===== src/pkg/rpm_pkg.sv =====
// Package of constants and types for the reset pin and port A pin mux
//
// Overview of operation
// Leaving reset, all pins on primary function
// Software must program alternate function selection
// Reset pin low holds chip in reset
// Internal reset released synchronously after fixed count
// Port A bit 7: input or open-drain only
// Bit 7 mode ignores pin; other resets only
// Any reset restores reset-pin function
// Pins 0-3 have independent directions
// Alternate: pins 0-3 carry PWM channels 0-3
// After reset pins 0-3 are general purpose
// During reset pins inputs with pull-ups
// Release delay counter restarts on reassertion
package rpm_pkg;

    // ----------------------------------------
    // Register map of the plain register port
    // ----------------------------------------
    localparam logic [3:0] RPM_ADDR_FUNC_SEL = 4'h0;   // Function selection
    localparam logic [3:0] RPM_ADDR_DIR      = 4'h1;   // Direction per pin
    localparam logic [3:0] RPM_ADDR_DATA_OUT = 4'h2;   // Output data per pin
    localparam logic [3:0] RPM_ADDR_DATA_IN  = 4'h3;   // Pin levels (read only)
    localparam logic [3:0] RPM_ADDR_STATUS   = 4'h4;   // Reset status (read only)

    // ----------------------------------------
    // Field positions
    // ----------------------------------------
    localparam int RPM_FSEL_BIT7_POS = 4;   // Function select bit for reset pin
    localparam int RPM_BIT7_POS      = 4;   // Data/dir bit for port A bit 7

    // ----------------------------------------
    // Reset values
    // ----------------------------------------
    localparam logic [4:0] RPM_FUNC_SEL_RST = 5'h00;
    localparam logic [4:0] RPM_DIR_RST      = 5'h00;
    localparam logic [4:0] RPM_DATA_OUT_RST = 5'h00;

    // ----------------------------------------
    // Timing
    // ----------------------------------------
    localparam int RPM_CLK_MHZ          = 125;
    localparam int RPM_REL_DELAY_CYCLES = 32;   // Fixed internal release count
    localparam int RPM_CNT_W            = 6;

    // Release sequencer states
    typedef enum logic [1:0] {
        RPM_ST_HOLD,
        RPM_ST_COUNT,
        RPM_ST_RUN
    } rpm_state_e;

endpackage


===== src/rtl/rpm_pin_mux.sv =====
// Pin mux for the reset pin (port A bit 7) and port A pins 0 to 3
//
// The implementer's own choices: the register addresses and strobed register access.
`timescale 1ns/10ps
module rpm_pin_mux (
    // Clock, reset, enable
    input  wire logic        core_clk,
    input  wire logic        rstn,
    input  wire logic        clk_en,
    // Other reset sources, active high, same clock domain
    input  wire logic        por_reset,
    input  wire logic        watchdog_reset,
    input  wire logic        sw_reset,
    // Register port
    input  wire logic [3:0]  reg_addr,
    input  wire logic [7:0]  reg_wdata,
    input  wire logic        reg_wr,
    input  wire logic        reg_rd,
    output logic      [7:0]  reg_rdata,
    // PWM channels from the PWM block
    input  wire logic        pwm_channel0_out,
    input  wire logic        pwm_channel1_out,
    input  wire logic        pwm_channel2_out,
    input  wire logic        pwm_channel3_out,
    // Reset / port A bit 7 pin
    input  wire logic        port_a_bit7_io_i,
    output logic             port_a_bit7_io_o,
    output logic             port_a_bit7_io_oe,
    output logic             port_a_bit7_pu_en,
    // Port A bits 0 to 3
    input  wire logic [3:0]  port_a_io_i,
    output logic      [3:0]  port_a_io_o,
    output logic      [3:0]  port_a_io_oe,
    output logic      [3:0]  port_a_pu_en,
    // Internal chip reset, active low
    output logic             chip_rstn
);
    import rpm_pkg::*;

    // ----------------------------------------
    // Declarations
    // ----------------------------------------
    logic [4:0] func_sel_q;   // 1 = alternate function
    logic [4:0] dir_q;        // 1 = output (bit 4: open-drain drive low enable)
    logic [4:0] dout_q;       // Output data
    logic [1:0] rst_pin_sync_q; // Reset pin synchroniser
    logic [4:0] pa_sync1_q;   // First stage for port A inputs
    logic [4:0] pa_sync2_q;   // Second stage for port A inputs
    logic       pin_rst_req;  // Reset pin asserted while in reset mode
    logic       rst_req;      // Any reset source
    logic       int_rstn;     // Released internal reset
    logic [3:0] pwm_vec;      // PWM channels 0 to 3
    logic       last_pin_rst_q; // Captured cause, pin reset seen

    assign pwm_vec = {pwm_channel3_out, pwm_channel2_out,
                      pwm_channel1_out, pwm_channel0_out};

    // Decode a register address against a given offset
    function automatic logic addr_hit(input logic [3:0] a, input logic [3:0] off);
        addr_hit = (a == off);
    endfunction

    // ----------------------------------------
    // Input synchronisers
    // ----------------------------------------
    // Reset pin stages start at the released level, so an unknown or low
    // value left over from power-up cannot pose as a pin reset request
    always_ff @(posedge core_clk) begin
        if (!rstn) begin
            rst_pin_sync_q <= 2'b11;
        end else if (clk_en) begin
            rst_pin_sync_q <= {rst_pin_sync_q[0], port_a_bit7_io_i};
        end
    end

    // Pin levels come from outside the clock domain; two stages each
    always_ff @(posedge core_clk) begin
        if (clk_en) begin
            pa_sync1_q     <= {port_a_bit7_io_i, port_a_io_i};
            pa_sync2_q     <= pa_sync1_q;
        end
    end

    // ----------------------------------------
    // Reset request combine
    // ----------------------------------------
    // Pin counts as reset only in reset-pin mode
    assign pin_rst_req = ~rst_pin_sync_q[1] & ~func_sel_q[RPM_FSEL_BIT7_POS];
    // In bit 7 mode only rstn, power-on, watchdog or software resets remain
    assign rst_req     = ~rstn | por_reset | watchdog_reset | sw_reset | pin_rst_req;

    // Release sequencer
    rpm_rst_release u_release (
        .core_clk (core_clk),
        .clk_en   (clk_en),
        .rst_req  (rst_req),
        .int_rstn (int_rstn)
    );

    // Whole chip held while request or count is active
    assign chip_rstn = int_rstn;

    // ----------------------------------------
    // Configuration registers
    // ----------------------------------------
    // Cleared by every reset source so the pins fall back to primary
    // function, including the reset pin itself
    always_ff @(posedge core_clk) begin
        if (!int_rstn) begin
            func_sel_q <= RPM_FUNC_SEL_RST;
            dir_q      <= RPM_DIR_RST;
            dout_q     <= RPM_DATA_OUT_RST;
        end else if (clk_en && reg_wr) begin
            // Alternate function only once software writes it
            if (addr_hit(reg_addr, RPM_ADDR_FUNC_SEL)) begin
                func_sel_q <= reg_wdata[4:0];
            end
            // Each bit independent
            if (addr_hit(reg_addr, RPM_ADDR_DIR)) begin
                dir_q <= reg_wdata[4:0];
            end
            if (addr_hit(reg_addr, RPM_ADDR_DATA_OUT)) begin
                dout_q <= reg_wdata[4:0];
            end
        end
    end

    // Sticky cause bit: pin reset observed, cleared by rstn or power-on only
    always_ff @(posedge core_clk) begin
        if (!rstn || por_reset) begin
            last_pin_rst_q <= 1'b0;
        end else if (clk_en && pin_rst_req) begin
            last_pin_rst_q <= 1'b1;
        end
    end

    // ----------------------------------------
    // Read data, one cycle after the strobe
    // ----------------------------------------
    always_ff @(posedge core_clk) begin
        if (!rstn) begin
            reg_rdata <= 8'h00;
        end else if (clk_en) begin
            if (reg_rd) begin
                case (reg_addr)
                    RPM_ADDR_FUNC_SEL: reg_rdata <= {3'h0, func_sel_q};
                    RPM_ADDR_DIR:      reg_rdata <= {3'h0, dir_q};
                    RPM_ADDR_DATA_OUT: reg_rdata <= {3'h0, dout_q};
                    RPM_ADDR_DATA_IN:  reg_rdata <= {3'h0, pa_sync2_q};
                    RPM_ADDR_STATUS:   reg_rdata <= {6'h00, last_pin_rst_q, int_rstn};
                    default:           reg_rdata <= 8'h00;   // Unmapped reads zero
                endcase
            end else begin
                reg_rdata <= 8'h00;
            end
        end
    end

    // ----------------------------------------
    // Port A bits 0 to 3 drivers
    // ----------------------------------------
    genvar g;
    generate
        for (g = 0; g < 4; g++) begin : g_pa
            always_ff @(posedge core_clk) begin
                if (!int_rstn) begin
                    // Input with pull-up during reset
                    port_a_io_o[g]  <= 1'b0;
                    port_a_io_oe[g] <= 1'b0;
                    port_a_pu_en[g] <= 1'b1;
                end else if (clk_en) begin
                    if (func_sel_q[g]) begin
                        // PWM channel g, output only
                        port_a_io_o[g]  <= pwm_vec[g];
                        port_a_io_oe[g] <= 1'b1;
                        port_a_pu_en[g] <= 1'b0;
                    end else begin
                        // Own direction per pin
                        port_a_io_o[g]  <= dout_q[g];
                        port_a_io_oe[g] <= dir_q[g];
                        port_a_pu_en[g] <= ~dir_q[g];
                    end
                end
            end
        end
    endgenerate

    // ----------------------------------------
    // Reset pin / port A bit 7 driver
    // ----------------------------------------
    // Open drain only: it may pull low, never drive high
    always_ff @(posedge core_clk) begin
        if (!int_rstn) begin
            port_a_bit7_io_o  <= 1'b0;
            port_a_bit7_io_oe <= 1'b0;   // Reset input with pull-up
            port_a_bit7_pu_en <= 1'b1;
        end else if (clk_en) begin
            port_a_bit7_io_o  <= 1'b0;
            port_a_bit7_io_oe <= func_sel_q[RPM_FSEL_BIT7_POS] & dir_q[RPM_BIT7_POS]
                                 & ~dout_q[RPM_BIT7_POS];
            port_a_bit7_pu_en <= 1'b1;
        end
    end

endmodule


===== src/rtl/rpm_rst_release.sv =====
// Reset release sequencer: holds internal reset then releases after a fixed count
`timescale 1ns/10ps
module rpm_rst_release (
    // Clock, enable
    input  wire logic core_clk,
    input  wire logic clk_en,
    // Reset request, already synchronised, active high
    input  wire logic rst_req,
    // Internal reset out, active low
    output logic      int_rstn
);
    import rpm_pkg::*;

    rpm_state_e           state_q;   // Sequencer state
    logic [RPM_CNT_W-1:0] cnt_q;     // Cycles in count state, holds at RPM_REL_DELAY_CYCLES - 1

    // ----------------------------------------
    // Sequencer
    // ----------------------------------------
    // No asynchronous path: the release edge always lines up with core_clk
    always_ff @(posedge core_clk) begin
        if (rst_req) begin
            state_q <= RPM_ST_HOLD;        // Restart on every reassertion
            cnt_q   <= '0;
        end else if (clk_en) begin
            case (state_q)
                RPM_ST_HOLD: begin
                    state_q <= RPM_ST_COUNT;
                    cnt_q   <= '0;
                end
                RPM_ST_COUNT: begin
                    // Fixed design-time count
                    if (cnt_q == RPM_CNT_W'(RPM_REL_DELAY_CYCLES - 1)) begin
                        state_q <= RPM_ST_RUN;
                    end else begin
                        cnt_q <= cnt_q + RPM_CNT_W'(1);
                    end
                end
                RPM_ST_RUN: begin
                    state_q <= RPM_ST_RUN;
                end
                default: begin
                    state_q <= RPM_ST_HOLD;
                end
            endcase
        end
    end

    // Registered internal reset, deasserted only in run state
    always_ff @(posedge core_clk) begin
        if (rst_req) begin
            int_rstn <= 1'b0;
        end else if (clk_en) begin
            int_rstn <= (state_q == RPM_ST_RUN);
        end
    end

endmodule


===== config.mk =====
export PLATFORM = sky130hd
export DESIGN_NAME = rpm_pin_mux
export DESIGN_NICKNAME = d
export VERILOG_FILES = /design/src/pkg/rpm_pkg.sv /design/src/rtl/rpm_pin_mux.sv /design/src/rtl/rpm_rst_release.sv
export SDC_FILE = /design/constraint.sdc
export NUM_CORES = 1
export LEC_CHECK = 0
export BUFFER_PORTS_ARGS = -buffer_cell sky130_fd_sc_hd__buf_4
export CAP_MARGIN = 15
export CORE_MARGIN = 2
export CORE_UTILIZATION = 50
export CTS_BUF_LIST = sky130_fd_sc_hd__clkbuf_2
export DETAILED_ROUTE_END_ITERATION = 12
export PLACE_DENSITY = 0.83
export SYNTH_ARGS = -nofsm -noshare
export SYNTH_HDL_FRONTEND = slang
export SYNTH_SLANG_ARGS = --single-unit

===== constraint.sdc =====
create_clock -name core_clk -period 2.6 [get_ports core_clk]
set_input_delay 0.13 -clock core_clk [delete_from_list [all_inputs] [get_ports core_clk]]
set_output_delay 0.13 -clock core_clk [all_outputs]
set_load 0.05 [all_outputs]

# --- Word level (Yosys, flattened, before mapping) ---
# Index checks and enable logic that the tools add are counted.
totals:
  regBits: 58
  latch_bits: 0
  mem_bits_rw: 0
  romBits: 0
  output_inout_bits: 24
  wordCells: 79
  n_memories: 0
classes:
  add_sub_neg: 1
  mul: 0
  div_mod_pow: 0
  magnitude_cmp: 0
  eq_ne: 9
  n_shift: 0
  muxes: 18
  n_bitwise: 15
  n_reduce_logical: 12
ops:
  columns: ["cell", "n"]
  rows:
  - ["$pmux 5 s5", 1]
  - ["$mux 1", 12]
  - ["$pmux 6 s2", 1]
  - ["$eq 4x2->1 const B", 2]
  - ["$mux 8", 1]
  - ["$not 1->1", 8]
  - ["$reduce_and 2->1", 4]
  - ["$add 6x1->6 const B", 1]
  - ["$eq 6x5->1 const B", 1]
  - ["$mux 6", 1]
  - ["$pmux 2 s3", 1]
  - ["$eq 4x1->1 const B", 1]
  - ["$eq 4x3->1 const B", 1]
  - ["$logic_not 4->1", 1]
  - ["$or 1x1->1", 4]
  - ["$and 1x1->1", 3]
  - ["$reduce_and 3->1", 1]
  - ["$eq 2x1->1 const B", 1]
  - ["$eq 2x2->1 const B", 1]
  - ["$logic_and 1x1->1", 2]
  - ["$logic_not 2->1", 1]
  - ["$mux 2", 1]
  - ["$ne 2x1->1 const B", 1]
  - ["$ne 2x2->1 const B", 1]
  - ["other kinds (3)", 3]

# --- Logic depth before layout (Yosys ltp) ---
depth:
  ltp_word: 5
  mapped_depth: 6
  mapped_depth_nobuf: 6

# --- Hierarchy ---
# Synthesis repeated with hierarchy kept, for this count alone.
hier_totals:
  cells_unflattened: 251
  hier_area_um2: 2622.5
modules_own_cells:
  columns: ["mod", "instances", "cells_per_inst", "area_each_um2"]
  rows:
  - ["rpm_pin_mux", 1, 191, 2021.9]
  - ["rpm_rst_release", 1, 60, 600.6]

# --- Worst setup path before layout ---
# No wires, ideal clock.
synth_path:
  path_type: "register to register"
  start: "reg func_sel_q[4]"
  end: "reg u_release.cnt_q[4]"
  setup_ps: 69
  t_arrival_ps: 1481
  required_ps: 2531
  path_slack_ps: 1050
  path_stages_with_launch: 6
  n_path_buf: 1
  period_less_slack_ps: 1550
  path_cell_list: "dfxtp_1 nor2_1 or4_1 buf_2 or4_1 o21ai_1"
synth_between:
  elab_chain_cells: 3
synth_lines:
  columns: ["item", "line", "source"]
  rows:
  - ["start, declared", "rpm_pin_mux.sv:43", "logic [4:0] func_sel_q;"]
  - ["start signal, assigned", "rpm_pin_mux.sv:116", "func_sel_q <= reg_wdata[4:0];"]
  - ["$not 1->1", "rpm_pin_mux.sv:88", "assign pin_rst_req = ~rst_pin_sync_q[1] & ~func_sel_q[RPM_FSEL_BIT7_POS];"]
  - ["$and 1x1->1", "rpm_pin_mux.sv:88", null]
  - ["$or 1x1->1", "rpm_pin_mux.sv:90", "assign rst_req = ~rstn | por_reset | watchdog_reset | sw_reset | pin_rst_req;"]
  - ["end signal, assigned", "rpm_rst_release.sv:36", "cnt_q <= cnt_q + RPM_CNT_W'(1);"]
  - ["end, declared", "rpm_rst_release.sv:15", "logic [RPM_CNT_W-1:0] cnt_q;"]
# Every way passes these cells.
# A chain may end at the register's enable or synchronous reset.

# --- Final worst setup path ---
layout_path:
  start: "reg u_release.state_q[1]"
  end: "reg u_release.cnt_q[2]"
layout_between:
  elab_chain_cells: 3
  elab_cells_between_ends: 6
  cone_classes: "eq/ne: 2; mux: 1; reduce/logical: 3"
layout_lines:
  columns: ["item", "line", "source"]
  rows:
  - ["start, declared", "rpm_rst_release.sv:14", "rpm_state_e state_q;"]
  - ["start signal, assigned", "rpm_rst_release.sv:23", "state_q <= RPM_ST_HOLD;"]
  - ["start signal, assigned", "rpm_rst_release.sv:28", "state_q <= RPM_ST_COUNT;"]
  - ["start signal, assigned", "rpm_rst_release.sv:34", "state_q <= RPM_ST_RUN;"]
  - ["$eq 2x1->1 or $logic_not 2->1 (tied branches)", "rpm_rst_release.sv:26", "case (state_q)"]
  - ["$ne 2x2->1 (no source line) or $reduce_bool 2->1 (tied branches)", null, null]
  - ["$reduce_and 3->1 (no source line)", null, null]
# Parallel ways exist; a longest one is shown, timed or not.

==> metrics.txt <==
IR Drop Worst-Case VDD 0.3302 mV; H-tree levels 2; CP max FO 11; post-layout net count between 300 and 400; Antenna Nets Post-Route 0; root buf cell clkbuf_2; core area around 4700 um2; antenna violations before repair 0; final instance area just over 3000 um2; syn avg cell area 10.30 um2; worst skew pair latency 0.44 ns; dpl hpwl 3.506 mm; drt pass-1 iters 4; # rows 25; reg2reg start u_release.state_q[1]; final slew viol count 0; final setup violation count 0; layout cells sized above 1 between 20 and 25%; Tmin final approximately 1.9 ns; Slew headroom roughly three fifths; RSZ-0062 raised after global routing no; Least-Margin Pin Slew 0.5806 ns; commonest non-fill, non-tap cell in the layout buf_4; CP Capture Type register; commonest non-fill, non-tap cells in the layout 48 x buf_4, 45 x dfxtp_1, 23 x nand2_1, 20 x nor2b_1; Critical Path RT 2.97 ns; status finished clean; Seq cells post-synth 55; worst slack, placed 0.8012 ns; Final Hold Viols 0; WL/cell 13.94 um; CTS max path bufs 2; Post-DP Area around 2800 um2; io pins 53; chip height 73.87 um; clock sinks 55; clock-pin slew on the worst setup and hold paths 0.25 ns; crit path launch type register; Post-Synthesis Cells between 200 and 250; drt drc 0; PortBufs 44; Yosys warning count 0; FF-to-FF End u_release.cnt_q[2]; CTS tree yes; first-pass GRT wire length 8.259 mm; WS Path Type reg2reg; Setup TNS 0 ns; EDFF count, synth 10; clk_skew roughly 0.03 ns; vias per cell 5.348; total of max-cap violations 0; PwrDens 479.3 nW/um2; CP Data Arrival Time 2.26 ns; largest net degree at the start of global routing 30; first-iteration detailed-routing DRC count 94; Netlist cell types 39; ANT cells 0; Die ar. roughly 5500 um2; global-route usage over all layers roughly a fifth; post-synthesis cell area around 2400 um2; main flop type after synthesis dfxtp_1; worst setup margin a little over 0.7 ns; Overflow after GRT 0; sequential area share after synthesis between 40% and 50%; via count 1936; hold path startpoint reg_addr[1]; final worst-path cycle share 72.68%; hold slack 0.05398 ns; CTS Buf Count 5; Post-Route WL 5.045 mm; starting density of the core 51.68%; RePlAce Congestion 0.8740; Worst Hold Path Cells 3; Worst R2R Setup Slack 0.71 ns; Hold Path End reg_rdata[1]; number of global-route vias before repair 1921; Worst Hold Class in2reg; Post-synth ARST share 0%; FMAX 0.5292 GHz; P&R area growth vs syn 24.86%; leakage 1.302 nW; worst r2r path cells 6; Die Wd between 70 and 80 um
## per-stage QoR
stage               instances  utilization (%)  total power [mW]
global route              362            64.53             1.523
CTS                       362            64.53             1.470
global placement          337            59.47             1.018
floorplan                 240                -            0.9755
detailed placement        337            59.47             1.021
finish                    362            64.53             1.461
## cells in the mapped netlist, drive strengths merged (3+ instances only)
cell type / count / area share, %
mux4: 3 / 2.8
a21boi: 6 / 1.8
nor2b: 20 / 5.1
or4: 4 / 1.2
nand2: 23 / 3.5
o21ai: 5 / 1.0
nor2: 9 / 1.4
nand2b: 7 / 2.1
dfxtp: 45 / 37
buf: 6 / 1.7
mux2i: 17 / 7.0
nand4: 3 / 0.77
a21oi: 7 / 1.4
edfxtp: 10 / 12
ha: 5 / 2.6
nand3b: 5 / 1.5
nand3: 16 / 3.3
clkbuf: 12 / 1.8
o211a: 8 / 3.3
## cell families (layout without fill, tap and decap cells)
group,after synthesis,in the layout,share of synthesized area [%]
AO/OA/AOI/OAI,39,39,11.89
buffers and inverters,20,75,3.895
AND/OR/NAND/NOR,94,94,21.48
other,2,5,0.3076
flip-flops,55,55,49.21
multiplexers,22,22,10.66
adder cells (fa/ha/maj),5,5,2.563
## state kept, by name, indices dropped and copies added, names as in the netlist, 2 cells and up
name and cells:
u_release.cnt_q 6, dout_q 5, port_a_pu_en 4, dir_q 5, pa_sync2_q 5, rst_pin_sync_q 2, reg_rdata 5, port_a_io_oe 4
u_release.state_q 2, port_a_io_o 4, pa_sync1_q 5, func_sel_q 5
## worst max-delay path, stage by stage, from the launching register on
cell      delay, ns
dfxtp_1        0.38
inv_1          0.12
ha_1           0.38
nand3b_1       0.16
o221ai_1       0.49
o21ai_1        0.15
a21oi_1        0.15
## final cells by class
class | instances | area (um2)
clock buffers | 6 | 30.03
clock inverters | 2 | 38.79
fillers | 393 | 1675
inverters | 2 | 7.507
multi-input cells | 165 | 1156
flip-flops and latches | 55 | 1201
well taps | 67 | 83.83
repair buffers | 65 | 530.5
## where the power goes
part | total (mW) | internal (mW) | switching (mW)
combinational | 0.135 | 0.0641 | 0.0708
sequential | 0.890 | 0.886 | 0.00452
clock | 0.435 | 0.170 | 0.265
total | 1.46 | 1.12 | 0.341
## per-layer routing
layer  global-route usage (%)  part of all wire [%]  up-vias
met1                    22.33                    42      925
met2                    36.31                    52       48
met5                        0                     0        -
met3                    4.527                   4.1       10
li1                         -                     -      953
met4                    6.465                   1.6        0
## what timing repair did
action                                 in CTS  in global routing
hold buffers                               17                  0
buffers inserted                            0                  0
resized for setup                           0                  0
endpoints found under the hold margin      32                  0
setup endpoints to repair                   0                  0
## how the worst max path moves through the flow
stage / start / to / slack [ns] / cells past startpoint
global placement: clk_en / dout_q[0] / 0.92 / 6
CTS: u_release.state_q[1] / u_release.cnt_q[2] / 0.75 / 6
floorplan: func_sel_q[4] / u_release.cnt_q[4] / 1.05 / 5
finish: u_release.state_q[1] / u_release.cnt_q[2] / 0.71 / 6
global route: u_release.state_q[1] / u_release.cnt_q[3] / 0.58 / 6
detailed placement: u_release.state_q[1] / u_release.cnt_q[2] / 0.80 / 6
(Power assumes the default switching activity.)
